--- config.mk ---
export PLATFORM = sky130hd
export DESIGN_NAME = swec_core
export DESIGN_NICKNAME = d
export VERILOG_FILES = /design/src/shared/swec_pkg.sv /design/src/hdl/swec_core.sv
export SDC_FILE = /design/constraint.sdc
export NUM_CORES = 1
export LEC_CHECK = 0
export ABC_AREA = 1
export ABC_CLOCK_PERIOD_IN_PS = 6100
export BUFFER_PORTS_ARGS = -buffer_cell sky130_fd_sc_hd__buf_2
export CAP_MARGIN = 20
export CORE_UTILIZATION = 40
export CTS_CLUSTER_SIZE = 28
export DETAILED_ROUTE_END_ITERATION = 10
export GPL_ROUTABILITY_DRIVEN = 0
export SLEW_MARGIN = 0
export SYNTH_ARGS = -nofsm -noshare
export SYNTH_HDL_FRONTEND = slang
export SYNTH_SLANG_ARGS = --single-unit
--- constraint.sdc ---
create_clock -name clk_sys -period 6.1 [get_ports clk_sys]
set_input_delay 1.22 -clock clk_sys [delete_from_list [all_inputs] [get_ports clk_sys]]
set_output_delay 1.22 -clock clk_sys [all_outputs]
set_load 0.01 [all_outputs]
--- src/shared/swec_pkg.sv ---
// Constants, types and layout of the status word and exception controller
//
// Summary of operation
// - Flags N Z C V in bits 31..28
// - Flags set by ALU and status write
// - Condition check: all wide, branch-only compact
// - Exceptions alter the low control byte
// - Control bits writable only when privileged
// - State bit 5, driven on state pin
// - Mask bits 7 and 6 block interrupts
// - Seven mode codes decoded
// - Banking of registers and saved words by mode
// - Link value per exception and state
// - Entry saves word, sets mode, vectors
// - Entry may set interrupt masks
// - Exceptions always run in wide state
// - Return restores the state bit
// - Fast request low sampled per instruction end
// - Normal request lower priority, masked on fast
// - Supervisor link undefined after reset
// - Vector addresses and entry mask settings
// - Fixed exception priority order
// - Reset: supervisor, masks set, wide, address 0
package swec_pkg;

    // Status word field positions
    localparam int FLAG_N_BIT   = 31;
    localparam int FLAG_Z_BIT   = 30;
    localparam int FLAG_C_BIT   = 29;
    localparam int FLAG_V_BIT   = 28;
    localparam int MASK_I_BIT   = 7;
    localparam int MASK_F_BIT   = 6;
    localparam int STATE_BIT    = 5;

    // Mode codes
    localparam logic [4:0] MODE_USR = 5'h10;
    localparam logic [4:0] MODE_FIQ = 5'h11;
    localparam logic [4:0] MODE_IRQ = 5'h12;
    localparam logic [4:0] MODE_SVC = 5'h13;
    localparam logic [4:0] MODE_ABT = 5'h17;
    localparam logic [4:0] MODE_UND = 5'h1b;
    localparam logic [4:0] MODE_SYS = 5'h1f;

    // Vectors
    localparam logic [31:0] VEC_RST = 32'h0000_0000;
    localparam logic [31:0] VEC_UND = 32'h0000_0004;
    localparam logic [31:0] VEC_SWT = 32'h0000_0008;
    localparam logic [31:0] VEC_PAB = 32'h0000_000c;
    localparam logic [31:0] VEC_DAB = 32'h0000_0010;
    localparam logic [31:0] VEC_IRQ = 32'h0000_0018;
    localparam logic [31:0] VEC_FIQ = 32'h0000_001c;

    // Link offsets
    localparam logic [31:0] OFS_2 = 32'h0000_0002;
    localparam logic [31:0] OFS_4 = 32'h0000_0004;
    localparam logic [31:0] OFS_8 = 32'h0000_0008;

    // Reset value of the current status word: supervisor, both masks, wide
    localparam logic [31:0] STATUS_RESET = 32'h0000_00d3;

    // Saved word bank indices
    localparam logic [2:0] BANK_FIQ  = 3'h0;
    localparam logic [2:0] BANK_IRQ  = 3'h1;
    localparam logic [2:0] BANK_SVC  = 3'h2;
    localparam logic [2:0] BANK_ABT  = 3'h3;
    localparam logic [2:0] BANK_UND  = 3'h4;
    localparam logic [2:0] BANK_NONE = 3'h7;

    // Wishbone register offsets (byte addresses)
    localparam logic [3:0] ADDR_STATUS = 4'h0;
    localparam logic [3:0] ADDR_SAVED  = 4'h4;
    localparam logic [3:0] ADDR_LINK   = 4'h8;
    localparam logic [3:0] ADDR_INFO   = 4'hc;

    // Status word layout
    typedef struct packed {
        logic       n;
        logic       z;
        logic       c;
        logic       v;
        logic [19:0] rsvd;
        logic       maskI;
        logic       maskF;
        logic       state;
        logic [4:0] mode;
    } swec_status_t;

    // Condition flags from the ALU
    typedef struct packed {
        logic       valid;
        logic [3:0] nzcv;
    } swec_flags_t;

    // Exception requests sampled at instruction end
    typedef struct packed {
        logic dataAbort;
        logic prefetchAbort;
        logic undefinedTrap;
        logic softwareTrap;
    } swec_exc_t;

    // Entry sequencer states
    typedef enum logic [2:0] {
        ST_RUN   = 3'b001,
        ST_ENTER = 3'b010,
        ST_RESET = 3'b100
    } swec_state_t;

endpackage : swec_pkg

--- src/hdl/swec_core.sv ---
// Status word, saved words and exception entry and return sequencing
`timescale 1ns/1ps
module swec_core
    import swec_pkg::*;
(
    // Clock, reset and enable
    input  wire logic               clk_sys,
    input  wire logic               reset,
    input  wire logic               clkEn,
    // Wishbone slave
    input  wire logic               wb_cyc_i,
    input  wire logic               wb_stb_i,
    input  wire logic               wb_we_i,
    input  wire logic [3:0]         wb_adr_i,
    input  wire logic [3:0]         wb_sel_i,
    input  wire logic [31:0]        wb_dat_i,
    output logic      [31:0]        wb_dat_o,
    output logic                    wb_ack_o,
    // Pipeline side
    input  wire logic               instrEnd,
    input  wire logic [31:0]        pcCurrent,
    input  wire swec_flags_t        aluFlags,
    input  wire logic [3:0]         condCode,
    input  wire logic               isBranch,
    input  wire swec_exc_t          excReq,
    input  wire logic               excReturn,
    output logic                    condPass,
    output logic                    fetchLoad,
    output logic      [31:0]        fetchAddr,
    output logic      [31:0]        linkValue,
    output logic                    linkWrite,
    output logic                    bankFiqHigh,
    output logic      [2:0]         bankSelect,
    output logic                    privileged,
    // Pins
    input  wire logic               fast_int_req_n,
    input  wire logic               normal_int_req_n,
    output logic                    state_output_pin,
    output logic      [31:0]        current_status_word
);

    ////////////////////////////////////////////////////////////////////////////
    // Functions

    // Saved-word bank for a mode code
    // User and system share the plain set, so both map to no bank
    // Undefined codes also map to no bank and leave banking untouched
    function automatic logic [2:0] bankOf(input logic [4:0] m);
        case (m)
            MODE_FIQ: bankOf = BANK_FIQ;
            MODE_IRQ: bankOf = BANK_IRQ;
            MODE_SVC: bankOf = BANK_SVC;
            MODE_ABT: bankOf = BANK_ABT;
            MODE_UND: bankOf = BANK_UND;
            default:  bankOf = BANK_NONE;
        endcase
    endfunction : bankOf

    // Condition code test against flags
    // Upper three bits pick the test, bit 0 inverts it
    // Test seven (codes 14 and 15) is always true and is never inverted
    function automatic logic condTest(input logic [3:0] cc, input swec_status_t s);
        logic r;
        r = 1'b0;
        case (cc[3:1])
            3'h0: r = s.z;
            3'h1: r = s.c;
            3'h2: r = s.n;
            3'h3: r = s.v;
            3'h4: r = s.c & ~s.z;
            3'h5: r = (s.n == s.v);
            3'h6: r = ~s.z & (s.n == s.v);
            default: r = 1'b1;
        endcase
        if (cc[0] && cc[3:1] != 3'h7) begin
            r = ~r;
        end
        condTest = r;
    endfunction : condTest

    ////////////////////////////////////////////////////////////////////////////
    // State

    // Registered state; saved words and links carry no reset
    swec_status_t status_q;
    logic [31:0]  saved_q [0:4];
    logic [31:0]  linkReg_q [0:4];
    // Request line synchronizers
    logic         fiqSync1_q;
    logic         fiqSync2_q;
    logic         irqSync1_q;
    logic         irqSync2_q;
    // Bus slave registers and sequencer
    logic         ack_q;
    logic [31:0]  rdData_q;
    swec_state_t  state_q;

    // Combinational decode of the current cycle
    logic [2:0]   curBank;
    logic         wbReq;
    logic         fiqTake;
    logic         irqTake;
    logic         excTake;
    logic [4:0]   newMode;
    logic [31:0]  newVector;
    logic [31:0]  newLink;
    logic         setI;
    logic         setF;

    ////////////////////////////////////////////////////////////////////////////
    // Mode decode and banking

    // Bank follows mode combinationally
    // No register stage, so a mode change banks the very next access
    assign curBank     = bankOf(status_q.mode);
    assign bankSelect  = curBank;
    assign bankFiqHigh = (status_q.mode == MODE_FIQ);
    assign privileged  = (status_q.mode != MODE_USR);

    // Condition evaluation depends on the state bit
    // Compact state runs all but branches unconditionally
    assign condPass = (status_q.state && !isBranch) ? 1'b1
                                                    : condTest(condCode, status_q);

    // State bit and word on pins
    // Both come straight from the register, never from decode
    assign state_output_pin    = status_q.state;
    assign current_status_word = status_q;

    ////////////////////////////////////////////////////////////////////////////
    // Interrupt synchronizers

    // Two-stage sync of the request lines
    // Reset loads the idle high level, so no false request follows reset
    // Only the second stage is read anywhere else
    always_ff @(posedge clk_sys) begin
        if (reset) begin
            fiqSync1_q <= 1'b1;
            fiqSync2_q <= 1'b1;
            irqSync1_q <= 1'b1;
            irqSync2_q <= 1'b1;
        end else if (clkEn) begin
            fiqSync1_q <= fast_int_req_n;
            fiqSync2_q <= fiqSync1_q;
            irqSync1_q <= normal_int_req_n;
            irqSync2_q <= irqSync1_q;
        end
    end

    ////////////////////////////////////////////////////////////////////////////
    // Exception selection

    // Masked requests sampled at instruction end
    // A request is looked at only on an instruction end
    // Low level must reach the second stage before that end
    assign fiqTake = instrEnd && !fiqSync2_q && !status_q.maskF;
    assign irqTake = instrEnd && !irqSync2_q && !status_q.maskI;

    // Any cause is taken only while the sequencer runs
    assign excTake = (state_q == ST_RUN) && (fiqTake || irqTake ||
                     (instrEnd && (|excReq)));

    // Fixed priority: data abort, fast, normal, prefetch, trap
    // Defaults give the undefined trap, the lowest cause
    // Data abort and traps override the plain four-byte link
    always_comb begin
        newMode   = MODE_UND;
        newVector = VEC_UND;
        newLink   = pcCurrent + OFS_4;
        setI      = 1'b0;
        setF      = 1'b0;
        if (instrEnd && excReq.dataAbort) begin
            newMode   = MODE_ABT;
            newVector = VEC_DAB;
            newLink   = pcCurrent + OFS_8;
        end else if (fiqTake) begin
            newMode   = MODE_FIQ;
            newVector = VEC_FIQ;
            // Fast entry masks both request lines
            setI      = 1'b1;
            setF      = 1'b1;
        end else if (irqTake) begin
            newMode   = MODE_IRQ;
            newVector = VEC_IRQ;
            // Normal entry masks only the normal line
            setI      = 1'b1;
        end else if (excReq.prefetchAbort) begin
            newMode   = MODE_ABT;
            newVector = VEC_PAB;
        end else if (excReq.softwareTrap) begin
            newMode   = MODE_SVC;
            newVector = VEC_SWT;
            // Trap link follows the state it left
            setI      = 1'b1;
            newLink   = pcCurrent + (status_q.state ? OFS_2 : OFS_4);
        end else begin
            newLink   = pcCurrent + (status_q.state ? OFS_2 : OFS_4);
        end
    end

    ////////////////////////////////////////////////////////////////////////////
    // Sequencer

    // Reset vectoring then run; entry takes one cycle
    // The enter state blocks a second entry in the next cycle
    always_ff @(posedge clk_sys) begin
        if (reset) begin
            state_q <= ST_RESET;
        end else if (clkEn) begin
            case (state_q)
                ST_RESET: state_q <= ST_RUN;
                ST_RUN:   state_q <= excTake ? ST_ENTER : ST_RUN;
                ST_ENTER: state_q <= ST_RUN;
                default:  state_q <= ST_RESET;
            endcase
        end
    end

    // Fetch redirect pulse
    // Address holds between pulses for the fetch unit
    always_ff @(posedge clk_sys) begin
        if (reset) begin
            fetchLoad <= 1'b0;
            fetchAddr <= VEC_RST;
        end else if (clkEn) begin
            fetchLoad <= 1'b0;
            if (state_q == ST_RESET) begin
                fetchLoad <= 1'b1;
                fetchAddr <= VEC_RST;
            end else if (excTake) begin
                fetchLoad <= 1'b1;
                fetchAddr <= newVector;
            end
        end
    end

    ////////////////////////////////////////////////////////////////////////////
    // Current status word

    // Reset, entry, return, software and flag updates
    // Entry wins over return, return over software, software over flags
    // Entry touches only the control byte; flags stay as they were
    always_ff @(posedge clk_sys) begin
        if (reset) begin
            status_q <= STATUS_RESET;
        end else if (clkEn) begin
            if (excTake) begin
                status_q.mode  <= newMode;
                // Handlers always start in the wide state
                status_q.state <= 1'b0;
                if (setI) begin
                    status_q.maskI <= 1'b1;
                end
                if (setF) begin
                    status_q.maskF <= 1'b1;
                end
            end else if (excReturn && curBank != BANK_NONE) begin
                // Brings back the state bit held before entry
                status_q <= saved_q[curBank];
            end else if (wbReq && wb_we_i && wb_adr_i == ADDR_STATUS) begin
                // Flags lane open to all; control lane only when privileged
                if (wb_sel_i[3]) begin
                    status_q[31:24] <= wb_dat_i[31:24];
                end
                if (wb_sel_i[0] && privileged) begin
                    status_q[7:0] <= wb_dat_i[7:0];
                end
            end else if (aluFlags.valid) begin
                {status_q.n, status_q.z, status_q.c, status_q.v} <= aluFlags.nzcv;
            end
        end
    end

    ////////////////////////////////////////////////////////////////////////////
    // Saved words and banked link registers

    // Entry copies the word; software writes in privileged modes
    // Writes in user or system mode have no bank and are dropped
    always_ff @(posedge clk_sys) begin
        if (clkEn) begin
            if (excTake) begin
                saved_q[bankOf(newMode)] <= status_q;
            end else if (wbReq && wb_we_i && wb_adr_i == ADDR_SAVED
                         && curBank != BANK_NONE) begin
                saved_q[curBank] <= wb_dat_i;
            end
        end
    end

    // Link register not reset, left undefined
    // Software must not trust a link value before the first entry
    always_ff @(posedge clk_sys) begin
        if (clkEn && excTake) begin
            linkReg_q[bankOf(newMode)] <= newLink;
        end
    end

    // Link write pulse toward the register file
    // Same value reaches the register file in the cycle the entry mode and vector load appear
    always_ff @(posedge clk_sys) begin
        if (reset) begin
            linkWrite <= 1'b0;
            linkValue <= 32'h0000_0000;
        end else if (clkEn) begin
            linkWrite <= excTake;
            if (excTake) begin
                linkValue <= newLink;
            end
        end
    end

    ////////////////////////////////////////////////////////////////////////////
    // Wishbone slave

    // Request taken only while ack is low, so one ack per cycle
    assign wbReq    = wb_cyc_i && wb_stb_i && !ack_q && clkEn;
    assign wb_ack_o = ack_q;
    assign wb_dat_o = rdData_q;

    // One-cycle ack and registered read data
    // Read data captured on the request edge, held until the next read
    always_ff @(posedge clk_sys) begin
        if (reset) begin
            ack_q    <= 1'b0;
            rdData_q <= 32'h0000_0000;
        end else if (clkEn) begin
            ack_q <= wbReq;
            if (wbReq && !wb_we_i) begin
                case (wb_adr_i)
                    ADDR_STATUS: rdData_q <= status_q;
                    ADDR_SAVED:  rdData_q <= (curBank == BANK_NONE) ? status_q
                                                                    : saved_q[curBank];
                    ADDR_LINK:   rdData_q <= (curBank == BANK_NONE) ? 32'h0000_0000
                                                                    : linkReg_q[curBank];
                    // Info word: sequencer state, bank, privilege, fast sync
                    ADDR_INFO:   rdData_q <= {24'h00_0000, state_q, curBank, privileged,
                                              fiqSync2_q};
                    default:     rdData_q <= 32'h0000_0000;
                endcase
            end
        end
    end

endmodule : swec_core

======== After elaboration in Yosys (flattened, before gate mapping) ========
Memory sizes are Yosys's and may differ from the RTL's.
Cells that the tools add are included.
storage, ports and cells
  output and inout bits ................... 138
  memories ................................ 2
  memory bits (writable) .................. 320
  register bits ........................... 138
  input port bits ......................... 96
operators by class
  reductions and logical operators ........ 49
  add/subtract/negate cells ............... 3
  bitwise logic cells ..................... 5
  eq/ne operators ......................... 30
  mux-type cells .......................... 61
memory list
  memory     words  width  read ports  clocked after memory_dff  wr ports  line             RTL
  linkReg_q  5      32     1           0                         1         swec_core.sv:87  logic [31:0] linkReg_q [0:4];
  saved_q    5      32     1           0                         1         swec_core.sv:86  logic [31:0] saved_q [0:4];
operator list
  kind                                                                    number
  32-bit 2-to-1 mux                                                       9
  32-bit case mux with 4 select lines                                     1
  5-bit equality test (second input constant)                             10
  8-bit 2-to-1 mux                                                        6
  4-bit 2-to-1 mux                                                        10
  32-bit by 3-bit adder with 32-bit output                                1
  32-bit by 3-bit adder with 32-bit output (second input constant)        1
  32-bit by 4-bit adder with 32-bit output (second input constant)        1
  32-bit OR reduction                                                     1
  3-bit case mux with 5 select lines                                      2
  1-bit 2-to-1 mux                                                        22
  1-bit logical AND                                                       20
  4-bit AND reduction                                                     4
  3-bit equality test (second input constant)                             5
  3-bit 2-to-1 mux                                                        5
  5-bit 2-to-1 mux                                                        3
  3-bit by 2-bit equality test with 1-bit output (second input constant)  3
  3-bit inequality test (second input constant)                           3
  3-bit nonzero test                                                      3
  4-bit equality test (second input constant)                             2
  1-bit logical NOT                                                       7
  1-bit case mux with 7 select lines                                      1
  3-bit by 1-bit equality test with 1-bit output (second input constant)  2
  3-bit case mux with 2 select lines                                      1
  15 further kinds                                                        25

======== Depth between registers and ports, before layout ========
  word-level depth ........................ 12
  depth in mapped cells ................... 19
  depth with buffers taken out ............ 16

======== Worst setup path before layout ========
No wires, ideal clock.
  kind .................................... input port to flip-flop
  start point ............................. input port instrEnd
  end point ............................... memory linkReg_q[2][0] (enable)
  cell stages on the path ................. 11
  arrival ................................. 4.573 ns
  setup slack ............................. 1.066 ns
  cell sequence ........................... nand3_1 nand2_2 nor2_8 nand2_1 nor3_2 nor2_1 nand2_1 nor2_2 inv_2 clkbuf_1 nor3_1
between the ends
  longest elaborated chain between the ends .. 8
  elaborated cells on any way between the ends .. 22
RTL lines
  what                                                                           line                                RTL
  from (decl)                                                                    swec_core.sv:20                     input wire logic instrEnd,
  1-bit logical AND (on tied branches) (2 in a row)                              swec_core.sv:157, swec_core.sv:156
  4-bit 2-to-1 mux / 1-bit logical OR (equally long branches)                    swec_core.sv:182, swec_core.sv:160
  4-bit 2-to-1 mux / 1-bit logical OR (equally long branches)                    swec_core.sv:176, swec_core.sv:160
  4-bit 2-to-1 mux / 1-bit logical AND (equally long branches)                   swec_core.sv:172, swec_core.sv:160
  5-bit equality test / 1-bit logical AND (equally long branches)                swec_core.sv:49, swec_core.sv:293
  3-bit case mux with 5 select lines / 1-bit 2-to-1 mux (equally long branches)  swec_core.sv:49, swec_core.sv:293
  3-bit 2-to-1 mux / 1-bit 2-to-1 mux (equally long branches)                    swec_core.sv:293, swec_core.sv:294
  to (decl)                                                                      swec_core.sv:87
Parallel ways exist; a longest one is shown, timed or not. The select of a mux whose other input is x is not followed.

======== Worst setup path in the final report ========
  start point ............................. register status_q (netlist bit current_status_word[0])
  end point ............................... output port bankSelect[2]
between the ends
  longest elaborated chain between the ends .. 2
  elaborated cells on any way between the ends .. 6
RTL lines
  what                                    line              RTL
  from (decl)                             swec_core.sv:85   swec_status_t status_q;
  from (signal assigned)                  swec_core.sv:259  status_q <= saved_q[curBank];
  5-bit equality test                     swec_core.sv:49   case (m)
  3-bit case mux with 5 select lines (*)  swec_core.sv:49
  to (decl)                               swec_core.sv:33   output logic [2:0] bankSelect,
Every way passes the cells marked *; elsewhere a longest branch is shown, timed or not.

==> impl_metrics.tcl <==
set metrics [dict create \
    run_status "complete, no violations" \
    htreeDepth 2 \
    antenna_found_initial 2 \
    hold_depth 2 \
    fp.dieW_um 230 \
    peakVddDrop_uv 192 \
    cts_sinks 429 \
    slew_headroom 0.355 \
    combPwrFrac 0.239 \
    worstReg2RegEnd "saved_q[0][23]$_DFFE_PP_" \
    rsz0062_at_grt "false" \
    crit_required_ns 4.88 \
    grt_pass1_wl_um 94800 \
    vias 17200 \
    drt_iter0_markers 1631 \
    yosysUniqueCellTypes 53 \
    rows 83 \
    synthesis.area_mm2 0.0208 \
    grt_max_degree 76 \
    drc 0 \
    final_nets 2654 \
    cts-resized-gates 0 \
    fin_skew_ns 0.0141 \
    hp-start "fetchAddr[4]$_SDFFE_PP0P_" \
    setup_viol 0 \
    crit_buf_inv 3 \
    crit_path_end_kind "primary output" \
    ff2ff_setup_slack_ns 2.31 \
    p_int_uw 5320 \
    via_per_inst 5.27 \
    synth_common_cells "nand2_1 (653), edfxtp_1 (320), inv_1 (238)" \
    drv_slew 0 \
    instances_no_fill 3271 \
    dp.cells 3185 \
    grt.overflow.total 0 \
    max_stage_delay_ns 0.61 \
    synth_cells 2388 \
    die_area_mm2 0.0530 \
    cts_root_buf "clkbuf_16" \
    pwr-share-seq 0.415 \
    setup_slack_ns 1.76 \
    clockBufferDepth 3 \
    die-height_um 230 \
    yosysMostFrequentCell "nand2_1" \
    max_freq_ghz 0.230 \
    synth-edff-count 320 \
    drive_gt1_frac 0.142 \
    initial_core_util 0.405 \
    syn_avg_cell_area_um2 8.73 \
    tns_ns 0 \
    place_ws_ns 1.48 \
    cts_buffers 46 \
    clkTransAtPathRegs_ns 0.06 \
    rr_startpoint "current_status_word[6]$_SDFFE_PP1P_" \
    clkPwrFrac 0.346 \
    synth_top_area_cell "edfxtp_1" \
    ys_ff_latch 429 \
    max_cap_violations 0 \
    fin_util 0.463 \
    yosysWarnings 0 \
    synth_area_leaders "edfxtp_1 (46%), nand2_1 (12%), dfxtp_1 (10%)" \
    cts_setup_buffers 0 \
    worst_pin_slew_ns 0.964 \
    wire_per_inst_um 19.1 \
    crit_chain "inv_2 -> nor2_1 -> nand2_2 -> nand2_2 -> nor2_4 -> nor2_4 -> inv_2 -> buf_2" \
    synth-seq-area-share 0.566 \
    period_needed_ns 4.34 \
    cellPowerDensity_mw_per_mm2 331 \
    cp-start-kind "flop" \
    area_delta_synth_final_pct 14.1 \
    switching_share 0.323 \
    core_area_mm2 0.0514 \
    hpwl_um 41000 \
    grt_usage 0.232 \
    worstPathArrival_ns 3.12 \
    critical_path_peak_fanout 26 \
    r2r_cells 15 \
    first_pass_iters 6 \
    cts_hold_buffers 0 \
    hold_path.class "flop to flop" \
    p_sw_uw 2540 \
    io_pins 234 \
    insertion_delay_ns 0.58 \
    grt_pass1_vias 16400 \
    critPathSlowestCell "nor2_4" \
    portBuffers 202 \
    synth_top_flop_cell "edfxtp_1" \
    critical_path_class "flop to primary output" \
    hold_viol 0 \
    async_reset_ff_frac 0 \
    n_fill_cell 4935 \
    finalWirelength_um 62400 \
    cellLeakagePower_uw 0.0102 \
    ant_nets 0 \
    min_to "fetchAddr[4]$_SDFFE_PP0P_" \
    tritoncts "done" \
    path_delay_family "simple AND/OR/NAND/NOR gates" \
    synth_top_area_share 0.461 \
    finalCritPeriodShare 0.711 \
]
-- tightest hold or removal path, delay by kind of cell, from the launching register on --
kind            cells  cell delay [ns]
compound gates      1             0.05
flops               1             0.30
simple gates        1             0.06
-- area by class of cell --
class | instances | area [um2] | share of cell area
inverters | 257 | 968 | 0.0407
repair buffers | 233 | 1260 | 0.0528
multi-input cells | 1586 | 7450 | 0.313
well taps | 680 | 851 | 0.0358
flip-flops and latches | 429 | 11800 | 0.496
clock buffers | 70 | 1340 | 0.0564
clock inverters | 15 | 119 | 0.00500
diodes | 1 | 2.50 | 0.000105
-- kinds of logic (layout without fill, tap and decap cells) --
| family | after synthesis | in the layout | synth area share |
|---|---|---|---|
| AO/OA/AOI/OAI | 396 | 396 | 0.106 |
| XOR/XNOR | 27 | 27 | 0.0113 |
| adder cells (fa/ha/maj) | 5 | 5 | 0.00336 |
| buffers and inverters | 401 | 575 | 0.0840 |
| flip-flops | 429 | 429 | 0.566 |
| other | 1 | 30 | 0.000180 |
| AND/OR/NAND/NOR | 1129 | 1129 | 0.229 |
-- flip-flops by register name, indices dropped and copies added, names as in the netlist --
register             flops
fetchLoad                1
linkReg_q              160
state_q                  3
linkValue               32
fiqSync1_q               1
fiqSync2_q               1
saved_q                160
linkWrite                1
current_status_word     31
wb_dat_o                32
irqSync2_q               1
state_output_pin         1
wb_ack_o                 1
fetchAddr                3
irqSync1_q               1
-- power groups by stage --
stage / clock network (uW) / logic [uW] / registers (uW)
2_1_floorplan: 0 / 1280 / 3320
3_3_place_gp: 0 / 1830 / 3320
3_5_place_dp: 0 / 1860 / 3320
4_1_cts: 2760 / 1870 / 3260
5_1_grt: 2880 / 2080 / 3270
6_report: 2720 / 1880 / 3260
-- stage by stage --
stage | hold WS [ns] | area (um2) | power (uW)
2_1_floorplan | 0.429 | 20900 | 4600
3_3_place_gp | 0.440 | 22300 | 5150
3_5_place_dp | 0.452 | 22300 | 5190
4_1_cts | 0.462 | 23800 | 7890
5_1_grt | 0.486 | 23800 | 8220
6_report | 0.459 | 23800 | 7860
-- per-layer routing --
metal | vias up | GRT usage | share of wire
met3 | 106 | 0.0496 | 0.089
li1 | 8246 | - | -
met5 | - | 0 | 0.00018
met1 | 8133 | 0.316 | 0.44
met2 | 760 | 0.372 | 0.45
met4 | 2 | 0.0654 | 0.023
-- worst max-delay path by stage --
stage                                        startpoint                        end  slack (ns)  depth (start not counted)
finish              current_status_word[0]$_SDFFE_PP1P_              bankSelect[2]        1.76                          8
global route        current_status_word[0]$_SDFFE_PP1P_              bankSelect[2]        1.59                          8
CTS                 current_status_word[0]$_SDFFE_PP1P_              bankSelect[2]        1.73                          8
detailed placement                             instrEnd   saved_q[0][14]$_DFFE_PP_        1.48                         15
global placement                               instrEnd   saved_q[0][15]$_DFFE_PP_        1.54                         15
floorplan                                      instrEnd  linkReg_q[2][0]$_DFFE_PP_        1.07                         11
-- cells in the final DEF (no fill, tap or decap), types with 3 or more instances in the layout --
cell       instances
a21oi_1          134
a31oi_1            4
buf_2            202
buf_4             30
clkbuf_1          14
clkbuf_16         47
clkbuf_8           7
clkinv_1           8
clkinv_2           5
conb_1            29
dfxtp_1          109
edfxtp_1         320
ha_1               4
inv_1            237
inv_2             18
nand2_1          652
nand2_2            6
nand2_4            3
nand3_1          232
nand4_1           15
nor2_1           160
nor2_2            14
nor2_4             4
nor3_1            15
nor3_2             4
o211ai_1          29
o21a_1            13
o21ai_0          131
o21ai_1           44
o21bai_1          13
o221ai_1           6
o22ai_1           11
or2_2             15
xnor2_1            6
xor2_1            21
No activity file was read; power rests on OpenSTA's default activity.
